### config.mk
export PLATFORM = sky130hd
export DESIGN_NAME = epc_exception_priority_controller
export DESIGN_NICKNAME = d
export VERILOG_FILES = /design/src/verilog/epc_pkg.sv /design/src/verilog/epc_exception_priority_controller.sv
export SDC_FILE = /design/constraint.sdc
export NUM_CORES = 1
export LEC_CHECK = 0
export ABC_AREA = 1
export BUFFER_PORTS_ARGS = -buffer_cell sky130_fd_sc_hd__clkbuf_2
export CORE_ASPECT_RATIO = 0.6
export CORE_MARGIN = 2
export CORE_UTILIZATION = 40
export CTS_BUF_LIST = sky130_fd_sc_hd__clkbuf_4 sky130_fd_sc_hd__clkbuf_8
export DETAILED_ROUTE_END_ITERATION = 6
export GPL_ROUTABILITY_DRIVEN = 0
export MAX_ROUTING_LAYER = met4
export PLACE_DENSITY = 0.53
export SLEW_MARGIN = 10
export SYNTH_ARGS = -nofsm -noshare
export SYNTH_HDL_FRONTEND = slang
export SYNTH_SLANG_ARGS = --single-unit
### constraint.sdc
create_clock -name clk -period 39.1 [get_ports clk]
set_input_delay 7.82 -clock clk [delete_from_list [all_inputs] [get_ports clk]]
set_output_delay 7.82 -clock clk [all_outputs]
set_load 0.02 [all_outputs]
### src/verilog/epc_pkg.sv
// Constants for the exception priority controller.
// Assumes one 250 MHz core clock and an APB register port.
// Operation
// - Level input re-raises while line stays high
// - Rising edge input raises one request
// - Held-high edge line needs clearing first
// - Reset is number 1, fixed priority -3
// - Hard fault is number 3, priority -1
// - Supervisor call raises number 11, programmable
// - Pendable service 14, after higher work
// - 24-bit tick timer raises number 15
// - Thirty-two lines take numbers 16 to 47
// - Peripheral index plus sixteen gives number
// - Only reset and fault have fixed priority
// - Active number readable in status field
// - Accepted exception redirects core to handler
// - Higher priority request preempts running handler
// - Peripheral needs source and global enable
package epc_pkg;
  localparam int        NUM_LINES   = 32;
  localparam logic [5:0] EXC_RESET  = 6'h01;
  localparam logic [5:0] EXC_FAULT  = 6'h03;
  localparam logic [5:0] EXC_SVC    = 6'h0B;
  localparam logic [5:0] EXC_PEND   = 6'h0E;
  localparam logic [5:0] EXC_TICK   = 6'h0F;
  localparam logic [5:0] EXC_LINE0  = 6'h10;
  // Priority codes: fixed ones sit below all programmable levels 3..6
  localparam logic [2:0] PRI_RESET  = 3'h0;
  localparam logic [2:0] PRI_FAULT  = 3'h2;
  localparam logic [2:0] PRI_BASE   = 3'h3;
  localparam logic [2:0] PRI_IDLE   = 3'h7;
  // Register byte offsets
  localparam logic [7:0] ADDR_CTRL    = 8'h00;
  localparam logic [7:0] ADDR_ENABLE  = 8'h04;
  localparam logic [7:0] ADDR_EDGE    = 8'h08;
  localparam logic [7:0] ADDR_PEND    = 8'h0C;
  localparam logic [7:0] ADDR_ACTIVE  = 8'h10;
  localparam logic [7:0] ADDR_TRELOAD = 8'h14;
  localparam logic [7:0] ADDR_TCOUNT  = 8'h18;
  localparam logic [7:0] ADDR_SYSPRI  = 8'h1C;
  localparam logic [7:0] ADDR_LPRI0   = 8'h20;
  localparam logic [7:0] ADDR_LPRI1   = 8'h24;
  localparam logic [7:0] ADDR_EVSTAT  = 8'h28;
  localparam logic [7:0] ADDR_EVCLR   = 8'h2C;
  localparam logic [7:0] ADDR_EVEN    = 8'h30;
  localparam logic [23:0] TICK_RESET = 24'h000000;
endpackage
### src/verilog/epc_exception_priority_controller.sv
// Exception and interrupt front end with APB registers.
// Assumes the core acks each taken exception and signals handler return.
//
// Implementation choices: the placing of the registers and register access over APB.
`timescale 1ns/1ps
module epc_exception_priority_controller
  import epc_pkg::*;
(
  input  wire logic                 clk,
  input  wire logic                 rst_n,
  input  wire logic                 psel,
  input  wire logic                 penable,
  input  wire logic                 pwrite,
  input  wire logic [7:0]           paddr,
  input  wire logic [31:0]          pwdata,
  output logic                      pready,
  output logic [31:0]               prdata,
  output logic                      pslverr,
  input  wire logic [NUM_LINES-1:0] peripheralRequestLines,
  input  wire logic                 faultEvent,
  input  wire logic                 supervisorCallInstruction,
  input  wire logic                 takeAck,
  input  wire logic                 handlerReturn,
  output logic                      excRequest,
  output logic [5:0]                excNumber,
  output logic [5:0]                activeExceptionStatus,
  output logic                      irqOut
);
  // Pin synchroniser, two stages; only stage two is read
  logic [NUM_LINES-1:0] syncA, syncB, lineLast;
  always_ff @(posedge clk) begin
    syncA <= peripheralRequestLines;
    syncB <= syncA;
  end

  // Software state
  logic        globalEn, resetPend, faultPend, svcPend, pendSvPend, tickPend;
  logic        tickEn;
  logic [NUM_LINES-1:0] lineEn, lineEdge, edgePend, lineActive;
  logic [23:0] tickReload, tickCount;
  logic [1:0]  priSvc, priPend, priTick;
  logic [63:0] linePri;
  logic [5:0]  activeNum;
  logic [2:0]  activePri;
  logic [2:0]  excPri;
  logic [15:0] stackNum [0:7];
  logic [2:0]  stackPri [0:7];
  logic [3:0]  depth;
  logic [2:0]  evStat, evEn;

  wire wrEn = psel && penable && pwrite;
  wire rdEn = psel && penable && !pwrite;

  // Edge lines latch one request per rising edge; level lines follow the pin
  wire [NUM_LINES-1:0] riseSeen = syncB & ~lineLast;
  wire [NUM_LINES-1:0] lineReq  = (lineEdge & edgePend) | (~lineEdge & syncB);
  wire [NUM_LINES-1:0] lineOk   = lineReq & lineEn & ~lineActive & {NUM_LINES{globalEn}};

  // Priority of each line as internal code
  function automatic logic [2:0] progPri(input logic [1:0] p);
    progPri = PRI_BASE + {1'b0, p};
  endfunction

  // Winner search: lower code wins, ties kept by lowest number except that lines beat system sources
  logic [2:0] bestPri;
  logic [5:0] bestNum;
  always_comb begin
    bestPri = PRI_IDLE;
    bestNum = 6'h00;
    if (tickPend && progPri(priTick) < bestPri) begin
      bestPri = progPri(priTick);
      bestNum = EXC_TICK;
    end
    if (pendSvPend && progPri(priPend) <= bestPri) begin
      bestPri = progPri(priPend);
      bestNum = EXC_PEND;
    end
    if (svcPend && progPri(priSvc) <= bestPri) begin
      bestPri = progPri(priSvc);
      bestNum = EXC_SVC;
    end
    for (int i = NUM_LINES - 1; i >= 0; i--) begin
      if (lineOk[i] && progPri(linePri[2*i +: 2]) <= bestPri) begin
        bestPri = progPri(linePri[2*i +: 2]);
        bestNum = EXC_LINE0 + 6'(i);
      end
    end
    // Lines rank above tick and service on ties, fixed ones overrule all
    if (faultPend) begin
      bestPri = PRI_FAULT;
      bestNum = EXC_FAULT;
    end
    if (resetPend) begin
      bestPri = PRI_RESET;
      bestNum = EXC_RESET;
    end
  end
  // Service order above may pick a line over an equal-priority system one;
  // lowest number wins, so re-check system sources after lines
  logic [2:0] winPri;
  logic [5:0] winNum;
  always_comb begin
    winPri = bestPri;
    winNum = bestNum;
    if (!resetPend && !faultPend) begin
      if (tickPend && progPri(priTick) == bestPri && bestNum > EXC_TICK)
        winNum = EXC_TICK;
      if (pendSvPend && progPri(priPend) == bestPri && EXC_PEND < winNum)
        winNum = EXC_PEND;
      if (svcPend && progPri(priSvc) == bestPri && EXC_SVC < winNum)
        winNum = EXC_SVC;
    end
  end
  wire preempt = (winPri < activePri) && (depth < 4'h8);

  // Tick timer counts down and pends on wrap
  wire tickFire = tickEn && (tickCount == 24'h000001);
  always_ff @(posedge clk) begin
    if (!rst_n)
      tickCount <= TICK_RESET;
    else if (wrEn && paddr == ADDR_TCOUNT)
      tickCount <= TICK_RESET;
    else if (tickEn)
      tickCount <= (tickCount == 24'h000000 || tickFire) ? tickReload
                                                         : tickCount - 24'h000001;
  end

  // Edge latches: hardware set wins over the clear by acknowledge
  wire accept = excRequest && takeAck;
  wire [5:0] accIdx = excNumber - EXC_LINE0;
  always_ff @(posedge clk) begin
    if (!rst_n) begin
      lineLast <= '0;
      edgePend <= '0;
    end else begin
      lineLast <= syncB;
      for (int i = 0; i < NUM_LINES; i++)
        if (riseSeen[i])
          edgePend[i] <= 1'b1;
        else if (accept && excNumber >= EXC_LINE0 && accIdx == 6'(i))
          edgePend[i] <= 1'b0;
    end
  end

  // System pending flags; acceptance clears, new event wins
  always_ff @(posedge clk) begin
    if (!rst_n) begin
      resetPend  <= 1'b1;
      faultPend  <= 1'b0;
      svcPend    <= 1'b0;
      pendSvPend <= 1'b0;
      tickPend   <= 1'b0;
    end else begin
      if (accept && excNumber == EXC_RESET)
        resetPend <= 1'b0;
      faultPend <= faultEvent | (faultPend & ~(accept && excNumber == EXC_FAULT));
      svcPend   <= supervisorCallInstruction
                   | (svcPend & ~(accept && excNumber == EXC_SVC));
      tickPend  <= tickFire | (tickPend & ~(accept && excNumber == EXC_TICK));
      if (wrEn && paddr == ADDR_CTRL && pwdata[2])
        pendSvPend <= 1'b1;
      else if (accept && excNumber == EXC_PEND)
        pendSvPend <= 1'b0;
    end
  end

  // Nesting stack of active handlers
  always_ff @(posedge clk) begin
    if (!rst_n) begin
      depth      <= 4'h0;
      activeNum  <= 6'h00;
      activePri  <= PRI_IDLE;
      lineActive <= '0;
    end else if (accept) begin
      stackNum[depth[2:0]] <= {10'h000, activeNum};
      stackPri[depth[2:0]] <= activePri;
      depth     <= depth + 4'h1;
      activeNum <= excNumber;
      // Priority offered with the number, not a newer winner's
      activePri <= excPri;
      if (excNumber >= EXC_LINE0)
        lineActive[accIdx[4:0]] <= 1'b1;
    end else if (handlerReturn && depth != 4'h0) begin
      // Level line re-pends here if still high
      depth     <= depth - 4'h1;
      activeNum <= stackNum[depth[2:0] - 3'h1][5:0];
      activePri <= stackPri[depth[2:0] - 3'h1];
      if (activeNum >= EXC_LINE0)
        lineActive[activeNum[4:0] - 5'h10] <= 1'b0;
    end
  end

  // Request to the core, recomputed each cycle from preempt and dropped the cycle after acknowledge
  always_ff @(posedge clk) begin
    if (!rst_n) begin
      excRequest <= 1'b0;
      excNumber  <= 6'h00;
      excPri     <= PRI_IDLE;
    end else begin
      excRequest <= preempt && !accept;
      excNumber  <= winNum;
      excPri     <= winPri;
    end
  end
  always_ff @(posedge clk) begin
    if (!rst_n)
      activeExceptionStatus <= 6'h00;
    else
      activeExceptionStatus <= activeNum;
  end

  // Events: any exception accepted, fault raised; nesting overflow bit never sets, as preempt needs depth below 8
  wire [2:0] evSet = {preempt && depth == 4'h8, faultEvent, accept};
  always_ff @(posedge clk) begin
    if (!rst_n)
      evStat <= 3'h0;
    else
      evStat <= evSet | (evStat & ~((wrEn && paddr == ADDR_EVCLR) ? pwdata[2:0] : 3'h0));
  end
  always_ff @(posedge clk) begin
    if (!rst_n)
      irqOut <= 1'b0;
    else
      irqOut <= |(evStat & evEn);
  end

  // Register writes
  always_ff @(posedge clk) begin
    if (!rst_n) begin
      globalEn   <= 1'b0;
      tickEn     <= 1'b0;
      lineEn     <= '0;
      lineEdge   <= '0;
      tickReload <= TICK_RESET;
      priSvc     <= 2'h0;
      priPend    <= 2'h3;
      priTick    <= 2'h3;
      linePri    <= '0;
      evEn       <= 3'h0;
    end else if (wrEn) begin
      unique case (paddr)
        ADDR_CTRL: begin
          globalEn <= pwdata[0];
          tickEn   <= pwdata[1];
        end
        ADDR_ENABLE:  lineEn     <= pwdata;
        ADDR_EDGE:    lineEdge   <= pwdata;
        ADDR_TRELOAD: tickReload <= pwdata[23:0];
        ADDR_SYSPRI: begin
          priSvc  <= pwdata[1:0];
          priPend <= pwdata[3:2];
          priTick <= pwdata[5:4];
        end
        ADDR_LPRI0: linePri[31:0]  <= pwdata;
        ADDR_LPRI1: linePri[63:32] <= pwdata;
        ADDR_EVEN:  evEn <= pwdata[2:0];
        default: ;
      endcase
    end
  end

  // Read mux and APB answer, zero wait states
  logic [31:0] rdMux;
  always_comb begin
    unique case (paddr)
      ADDR_CTRL:    rdMux = {29'h0, pendSvPend, tickEn, globalEn};
      ADDR_ENABLE:  rdMux = lineEn;
      ADDR_EDGE:    rdMux = lineEdge;
      ADDR_PEND:    rdMux = lineReq;
      ADDR_ACTIVE:  rdMux = {26'h0, activeNum};
      ADDR_TRELOAD: rdMux = {8'h00, tickReload};
      ADDR_TCOUNT:  rdMux = {8'h00, tickCount};
      ADDR_SYSPRI:  rdMux = {26'h0, priTick, priPend, priSvc};
      ADDR_LPRI0:   rdMux = linePri[31:0];
      ADDR_LPRI1:   rdMux = linePri[63:32];
      ADDR_EVSTAT:  rdMux = {29'h0, evStat};
      ADDR_EVEN:    rdMux = {29'h0, evEn};
      default:      rdMux = 32'h00000000;
    endcase
  end
  wire unmapped = (paddr > ADDR_EVEN) || (paddr[1:0] != 2'h0);
  always_ff @(posedge clk) begin
    if (!rst_n) begin
      pready  <= 1'b0;
      prdata  <= 32'h00000000;
      pslverr <= 1'b0;
    end else begin
      pready  <= psel && !penable;
      pslverr <= psel && !penable && unmapped;
      prdata  <= (psel && !penable) ? rdMux : prdata;
    end
  end

  // Checks
  property p_edge_once;
    @(posedge clk) disable iff (!rst_n)
      (lineEdge[0] && edgePend[0] && !riseSeen[0] && !accept) |=> edgePend[0];
  endproperty
  a_edge_once: assert property (p_edge_once) else $error("edge request lost");
  property p_rise_sets;
    @(posedge clk) disable iff (!rst_n) riseSeen[0] |=> edgePend[0];
  endproperty
  a_rise_sets: assert property (p_rise_sets) else $error("rise not latched");
  property p_level;
    @(posedge clk) disable iff (!rst_n)
      (!lineEdge[1] && syncB[1]) |-> lineReq[1];
  endproperty
  a_level: assert property (p_level) else $error("level line not pending");
  property p_reset_first;
    @(posedge clk) disable iff (!rst_n) resetPend |-> winNum == EXC_RESET;
  endproperty
  a_reset_first: assert property (p_reset_first) else $error("reset not chosen");
  property p_fault;
    @(posedge clk) disable iff (!rst_n)
      (faultPend && !resetPend) |-> winNum == EXC_FAULT;
  endproperty
  a_fault: assert property (p_fault) else $error("fault not chosen");
  property p_gate;
    @(posedge clk) disable iff (!rst_n) !globalEn |-> lineOk == '0;
  endproperty
  a_gate: assert property (p_gate) else $error("line passed disabled");
  property p_status;
    @(posedge clk) disable iff (!rst_n) accept |=> ##1 activeExceptionStatus == $past(excNumber, 2);
  endproperty
  a_status: assert property (p_status) else $error("status wrong");
  property p_preempt;
    @(posedge clk) disable iff (!rst_n) excRequest |-> $past(preempt);
  endproperty
  a_preempt: assert property (p_preempt) else $error("request without preempt");
endmodule

Word-level counts from Yosys, hierarchy flattened

Memory sizes are Yosys's and may differ from the RTL's.
Cells that the tools add are included.

Register bits after elaboration: 419
Memory bits (writable): 72
Bits of input ports: 81
Output and inout bits: 48
Memories: 2

Memory list:

| name     | words | bits a word | read ports | clocked after memory_dff | wr ports | RTL line                                | text |
|---|---|---|---|---|---|---|---|
| stackNum | 8     | 6           | 1          | 0                        | 1        | epc_exception_priority_controller.sv:46 | `logic [15:0] stackNum [0:7];` |
| stackPri | 8     | 3           | 1          | 0                        | 1        | epc_exception_priority_controller.sv:47 | `logic [2:0] stackPri [0:7];` |

Bitwise operators: 27
Order comparisons: 47
Reduce and logical (&&, ||, !) cells: 153
$add $sub $neg: 41
Equal/unequal tests: 54
Multiplexer cells: 166

Operator list:

| cell                    | count |
|---|---|
| $pmux W32 S12           | 1 |
| $mux W6                 | 44 |
| $and A32 B32 Y32        | 7 |
| $mux W32                | 4 |
| $not A32 Y32            | 4 |
| $mux W3                 | 40 |
| $add A2 B2 Y3 const A   | 35 |
| $le A3 B3 Y1            | 34 |
| $eq A6 B5 Y1 const B    | 16 |
| $logic_and A1 B1 Y1     | 96 |
| $reduce_bool A2 Y1      | 36 |
| $mux W1                 | 71 |
| $eq A6 B4 Y1 const B    | 11 |
| $or A32 B32 Y32         | 2 |
| $eq A8 B6 Y1 const B    | 5 |
| $eq A8 B5 Y1 const B    | 4 |
| $eq A24 B1 Y1 const B   | 1 |
| $eq A6 B3 Y1 const B    | 4 |
| $logic_not A24 Y1       | 1 |
| $mux W24                | 1 |
| $sub A24 B1 Y24 const B | 1 |
| $eq A6 B2 Y1 const B    | 3 |
| $eq A8 B4 Y1 const B    | 2 |
| $reduce_and A2 Y1       | 8 |
| other kinds (35)        | 57 |

Depth between registers and ports, before layout

Depth after elaboration: 121
Gate-level depth with buffers: 280
Depth with buffers taken out: 279

Least setup slack after synthesis

No wires, ideal clock.

Path kind: flip-flop to flip-flop
Start point: reg tickPend
End point: reg excNumber[3]
Clock period less this slack: 30.689 ns
Required time: 38.980 ns
Path buffers: 1
Cell stages (with the launch flop): 256
Data arrival time: 30.570 ns
Setup slack: 8.411 ns
Setup time: 0.120 ns
Cell sequence: dfxtp_1 > buf_2 > nand2_1 > ha_1 > nor2_1 > nand2_2 > nand2_1 > nand3_2 > nand2_2 > nand2_1 > o21ai_0 > ha_1 > nor2_1 > o22ai_1 > inv_1 > nand2_2 > nand2_2 > o21ai_0 > [220 not listed] > nand2_4 > nand2_2 > and2_1 > ha_1 > nand2_1 > o21ai_0 > nand2_1 > nand2_1 > nor4b_2 > nand2_4 > o21ai_4 > nor2_1 > nand2_1 > a21oi_2 > nand2_4 > o211ai_4 > a21oi_1 > a21oi_1

Longest elaborated chain between the ends: 119
Elaborated cells on any way between the ends: 161
Classes of those cells: order compare: 37; eq/ne: 3; mux: 80; reduce/logical: 41

RTL lines:

| item                                                                   | RTL line                                 | text |
|---|---|---|
| start: declaration                                                     | epc_exception_priority_controller.sv:37  | `logic globalEn, resetPend, faultPend, svcPend, pendSvPend, tickPend;` |
| start signal: assignment                                               | epc_exception_priority_controller.sv:159 | `tickPend <= tickFire \| (tickPend & ~(accept && excNumber == EXC_TICK));` |
| parallel branches: the longest is 118 deep, another holds $le A3 B3 Y1 | -                                        |  |
| $mux W6 (*)                                                            | epc_exception_priority_controller.sv:105 | `if (!resetPend && !faultPend) begin` |
| end signal: assignment                                                 | epc_exception_priority_controller.sv:201 | `excNumber <= winNum;` |
| end: declaration                                                       | epc_exception_priority_controller.sv:25  | `output logic [5:0] excNumber,` |

Every way passes the cells marked *. The select of a mux whose other input is x is not followed.
A chain may end at the register's enable or synchronous reset.

Worst setup path in the final report

Start point: reg priPend[0]
End point: reg excNumber[3]

Longest elaborated chain between the ends: 118
Elaborated cells on any way between the ends: 159
Classes of those cells: add/sub: 1; order compare: 37; eq/ne: 3; mux: 78; reduce/logical: 40

RTL lines:

| item                                                                   | RTL line                                 | text |
|---|---|---|
| start: declaration                                                     | epc_exception_priority_controller.sv:41  | `logic [1:0] priSvc, priPend, priTick;` |
| start signal: assignment                                               | epc_exception_priority_controller.sv:251 | `priPend <= pwdata[3:2];` |
| $add A2 B2 Y3 (*)                                                      | epc_exception_priority_controller.sv:61  | `progPri = PRI_BASE + {1'b0, p};` |
| parallel branches: the longest is 116 deep, another holds $le A3 B3 Y1 | -                                        |  |
| $mux W6 (*)                                                            | epc_exception_priority_controller.sv:105 |  |

Marked as above.

==> flow_summary.yaml <==
setup_path:
  reg2reg_depth: 257
  cp-start-kind: "flip-flop"
  startpoint: "priPend[0]$_SDFFE_PN1P_"
  cpMostUsedCell: "nand2_2"
  crit_fanout: 9
  critPathArrivalTime_ps: 36280
  crit_slowest_cell: "dfxtp_1"
  end_kind: "flip-flop"
  r2r-start: "priPend[0]$_SDFFE_PN1P_"
  worstPathRequired_ps: 39660
  critical_path_class: "flip-flop to flip-flop"
  max_stage_delay_ps: 430
  timing.reg2reg.setup_slack_ps: 3370
  r2r-end: "excNumber[3]$_SDFF_PN0_"
  endpoint: "excNumber[3]$_SDFF_PN0_"
synthesis:
  syn_inst: 3196
  async_flop_share_pct: 0
  avgSynthCellArea_sq_um: 7.60
  synthAdderAreaFrac_pct: 4.25
  synth.area.top_cells: "dfxtp_1 (35%), edfxtp_1 (8.9%), nand2_1 (7.9%), o21ai_0 (6.7%), inv_1 (6.6%)"
  synth_top_family_by_area: "simple AND/OR/NAND/NOR gates"
  synth-compound-area-share_pct: 19.6
  seq_area_frac_synth_pct: 43.4
  synth_mux_area_share_pct: 0.803
  synth-edff-count: 72
  synth_top_cell_by_area: "dfxtp_1"
  synth_ff_type: "dfxtp_1"
  synth_nets: 3359
  ys_ff_latch: 491
  synth-xor-area-share_pct: 0.793
  synth_area_sq_um: 24300
  netlist.area_leader.share_pct: 34.5
  synth_simple_gate_area_share_pct: 22.2
  synthDistinctLibCells: 57
  ys_warn_count: 0
hold_path:
  hold_path.class: "flip-flop to flip-flop"
die:
  start_util_pct: 40.7
  core_area_sq_um: 59700
  die-height_um: 195
  rows: 69
  die_w_um: 322
  io_pins: 129
  die_area_sq_um: 62800
layout:
  area_growth_pct: 13.0
  register_area_sq_um: 10600
  drive_gt1_share_pct: 14.5
  layout.nets: 3475
  multi_input_area_sq_um: 11600
  fillCellCount: 6034
drt:
  drc: 11
  wl_per_cell_um: 23.7
  wl_um: 99300
  viasPerCell: 5.71
  ant_nets: 0
  drtPass1Iterations: 7
  num_vias: 24000
  initialDrtViolationCount: 3292
sta:
  slew_headroom_pct: 5.22
  timing_hold_violations_final: 0
  clock_skew_ps: 57.8
  slew_viol_final: 0
  period_share_pct: 91.4
  worstMarginPinSlew_ps: 1410
  fmax_mhz: 28.0
  finalCriticalPeriod_ps: 35730
  holdWs_ps: 274
  setup_viol: 0
global_routing:
  grt_pass1_wl_um: 143000
  grt_max_degree: 106
  gr-usage-all-layers_pct: 31.9
  grt_overflow: 0
  grt_pass1_vias: 21600
  antenna_found_initial: 5
clock_tree:
  cts_tree: "done"
  cts_made_buffers: 77
  path_clk_slew_ps: 80
  cts_resized: 0
  cts.sinks: 491
  root_buffer: "clkbuf_8"
  htree_levels: 3
  clock_path_buffers: 3
  hold_buffers: 0
  cts_setup_buffers: 0
  clk_latency_ps: 720
power:
  p_leak_nw: 12.0
  irDropWorstVdd_v: 0.0000256
  power_per_cell_area_nw_per_um2: 44.9
  power_mw: 1.23
flow_run:
  drv_cap: 0
outcome:
  violations: "DRC"
  status: "finished with violations"
place:
  io_buffers: 128
  hpwl_um: 74500
final cells by class:
type                       instances  share of cell area (%)
sequential                       491                    38.4
clock buffer                     118                    5.41
timing repair buffer             160                    3.23
inverter                         452                    6.18
clock inverter                    21                   0.656
multi-input combinational       2130                    42.3
antenna                            5                  0.0456
tap                              816                    3.72
synth_stat cells, drive strengths merged (6+ instances only):
cell / n
a31oi: 15
nor2: 272
nor4: 13
a21boi: 8
ha: 81
edfxtp: 72
mux2: 12
clkinv: 9
and2: 7
xor2: 20
o211ai: 28
o22ai: 68
o2111ai: 8
mux2i: 6
nor3: 46
nand3: 187
clkbuf: 110
o311ai: 6
a221oi: 23
o221ai: 24
a21oi: 283
o21a: 9
nand4: 21
inv: 443
nand2: 616
or3: 8
dfxtp: 419
a311oi: 12
buf: 13
o21ai: 331
o31ai: 9
state kept, by name, summed over array words and instances (netlist names), 3 cells and up:
signal / flops
excNumber: 6
activePri: 3
lineLast: 32
prdata: 32
depth: 4
lineActive: 32
excPri: 3
tickReload: 24
edgePend: 32
syncB: 32
stackPri: 24
lineEn: 32
linePri: 64
syncA: 32
lineEdge: 32
activeNum: 6
activeExceptionStatus: 6
evStat: 3
stackNum: 48
tickCount: 24
evEn: 3
worst max-delay path: cells and delay by family (launching register included):
family	cells	cell delay [ps]
fa+ha+maj	34	10180
buf+inv	24	1700
flops	1	430
compound gates	63	9350
simple gates	136	13910
stage by stage:
step | utilization [%] | setup TNS, ps | area (sq um) | std cells | setup WS [ps]
2_1_floorplan | - | 0 | 24300 | 3196 | 8410
3_3_place_gp | 43.2 | 0 | 25700 | 4048 | 5670
3_5_place_dp | 43.2 | 0 | 25800 | 4048 | 3620
4_1_cts | 46.0 | 0 | 27400 | 4187 | 3400
5_1_grt | 46.0 | -7.08 | 27500 | 4192 | -7.08
6_report | 46.0 | 0 | 27500 | 4193 | 3370
logic make-up (layout without fill, tap and decap cells):
kind of cell | count (synthesis) | after routing
adders and majority gates | 82 | 82
and+or+nand+nor | 1173 | 1173
other | 0 | 5
muxes | 18 | 18
DFF | 491 | 491
xor gates and xnor gates | 22 | 22
buffers and inverters | 575 | 751
AOI/OAI and AO/OA | 835 | 835
worst min path at each step:
stage	from	endpoint	slack (ps)	depth (start not counted)
3_5_place_dp	syncA[0]$_DFF_P_	syncB[0]$_DFF_P_	310	0
4_1_cts	syncA[13]$_DFF_P_	syncB[13]$_DFF_P_	300	0
6_report	syncA[13]$_DFF_P_	syncB[13]$_DFF_P_	270	0
5_1_grt	syncA[13]$_DFF_P_	syncB[13]$_DFF_P_	310	0
2_1_floorplan	syncA[0]$_DFF_P_	syncB[0]$_DFF_P_	310	0
3_3_place_gp	syncA[29]$_DFF_P_	syncB[29]$_DFF_P_	310	0
per-layer routing:
metal	track usage [%]	vias up	part of all wire [%]
li1	-	11000	-
met1	47.2	11300	45
met2	38.3	1429	36
met3	13.7	180	16
met4	7.79	0	2.2
met5	-	-	0
cells in the final DEF, fill, tap and decap left out, types with 14 or more instances in the layout:
cell type / count
a21oi_1: 278
a221oi_1: 23
a31oi_1: 15
buf_4: 32
clkbuf_2: 127
clkbuf_4: 22
clkbuf_8: 96
dfxtp_1: 418
edfxtp_1: 72
ha_1: 81
inv_1: 429
inv_2: 14
nand2_1: 510
nand2_2: 95
nand3_1: 148
nand3_2: 37
nand4_1: 21
nor2_1: 265
nor3_1: 45
o211ai_1: 26
o21ai_0: 319
o221ai_1: 24
o22ai_1: 68
xor2_1: 20
report_power, final:
group / internal, mW / switching, mW / leakage (nW)
logic: 0.0519 / 0.133 / 7.01
registers: 0.541 / 0.0259 / 4.08
clock network: 0.258 / 0.225 / 0.887
Power figures use the tool's default switching activity.
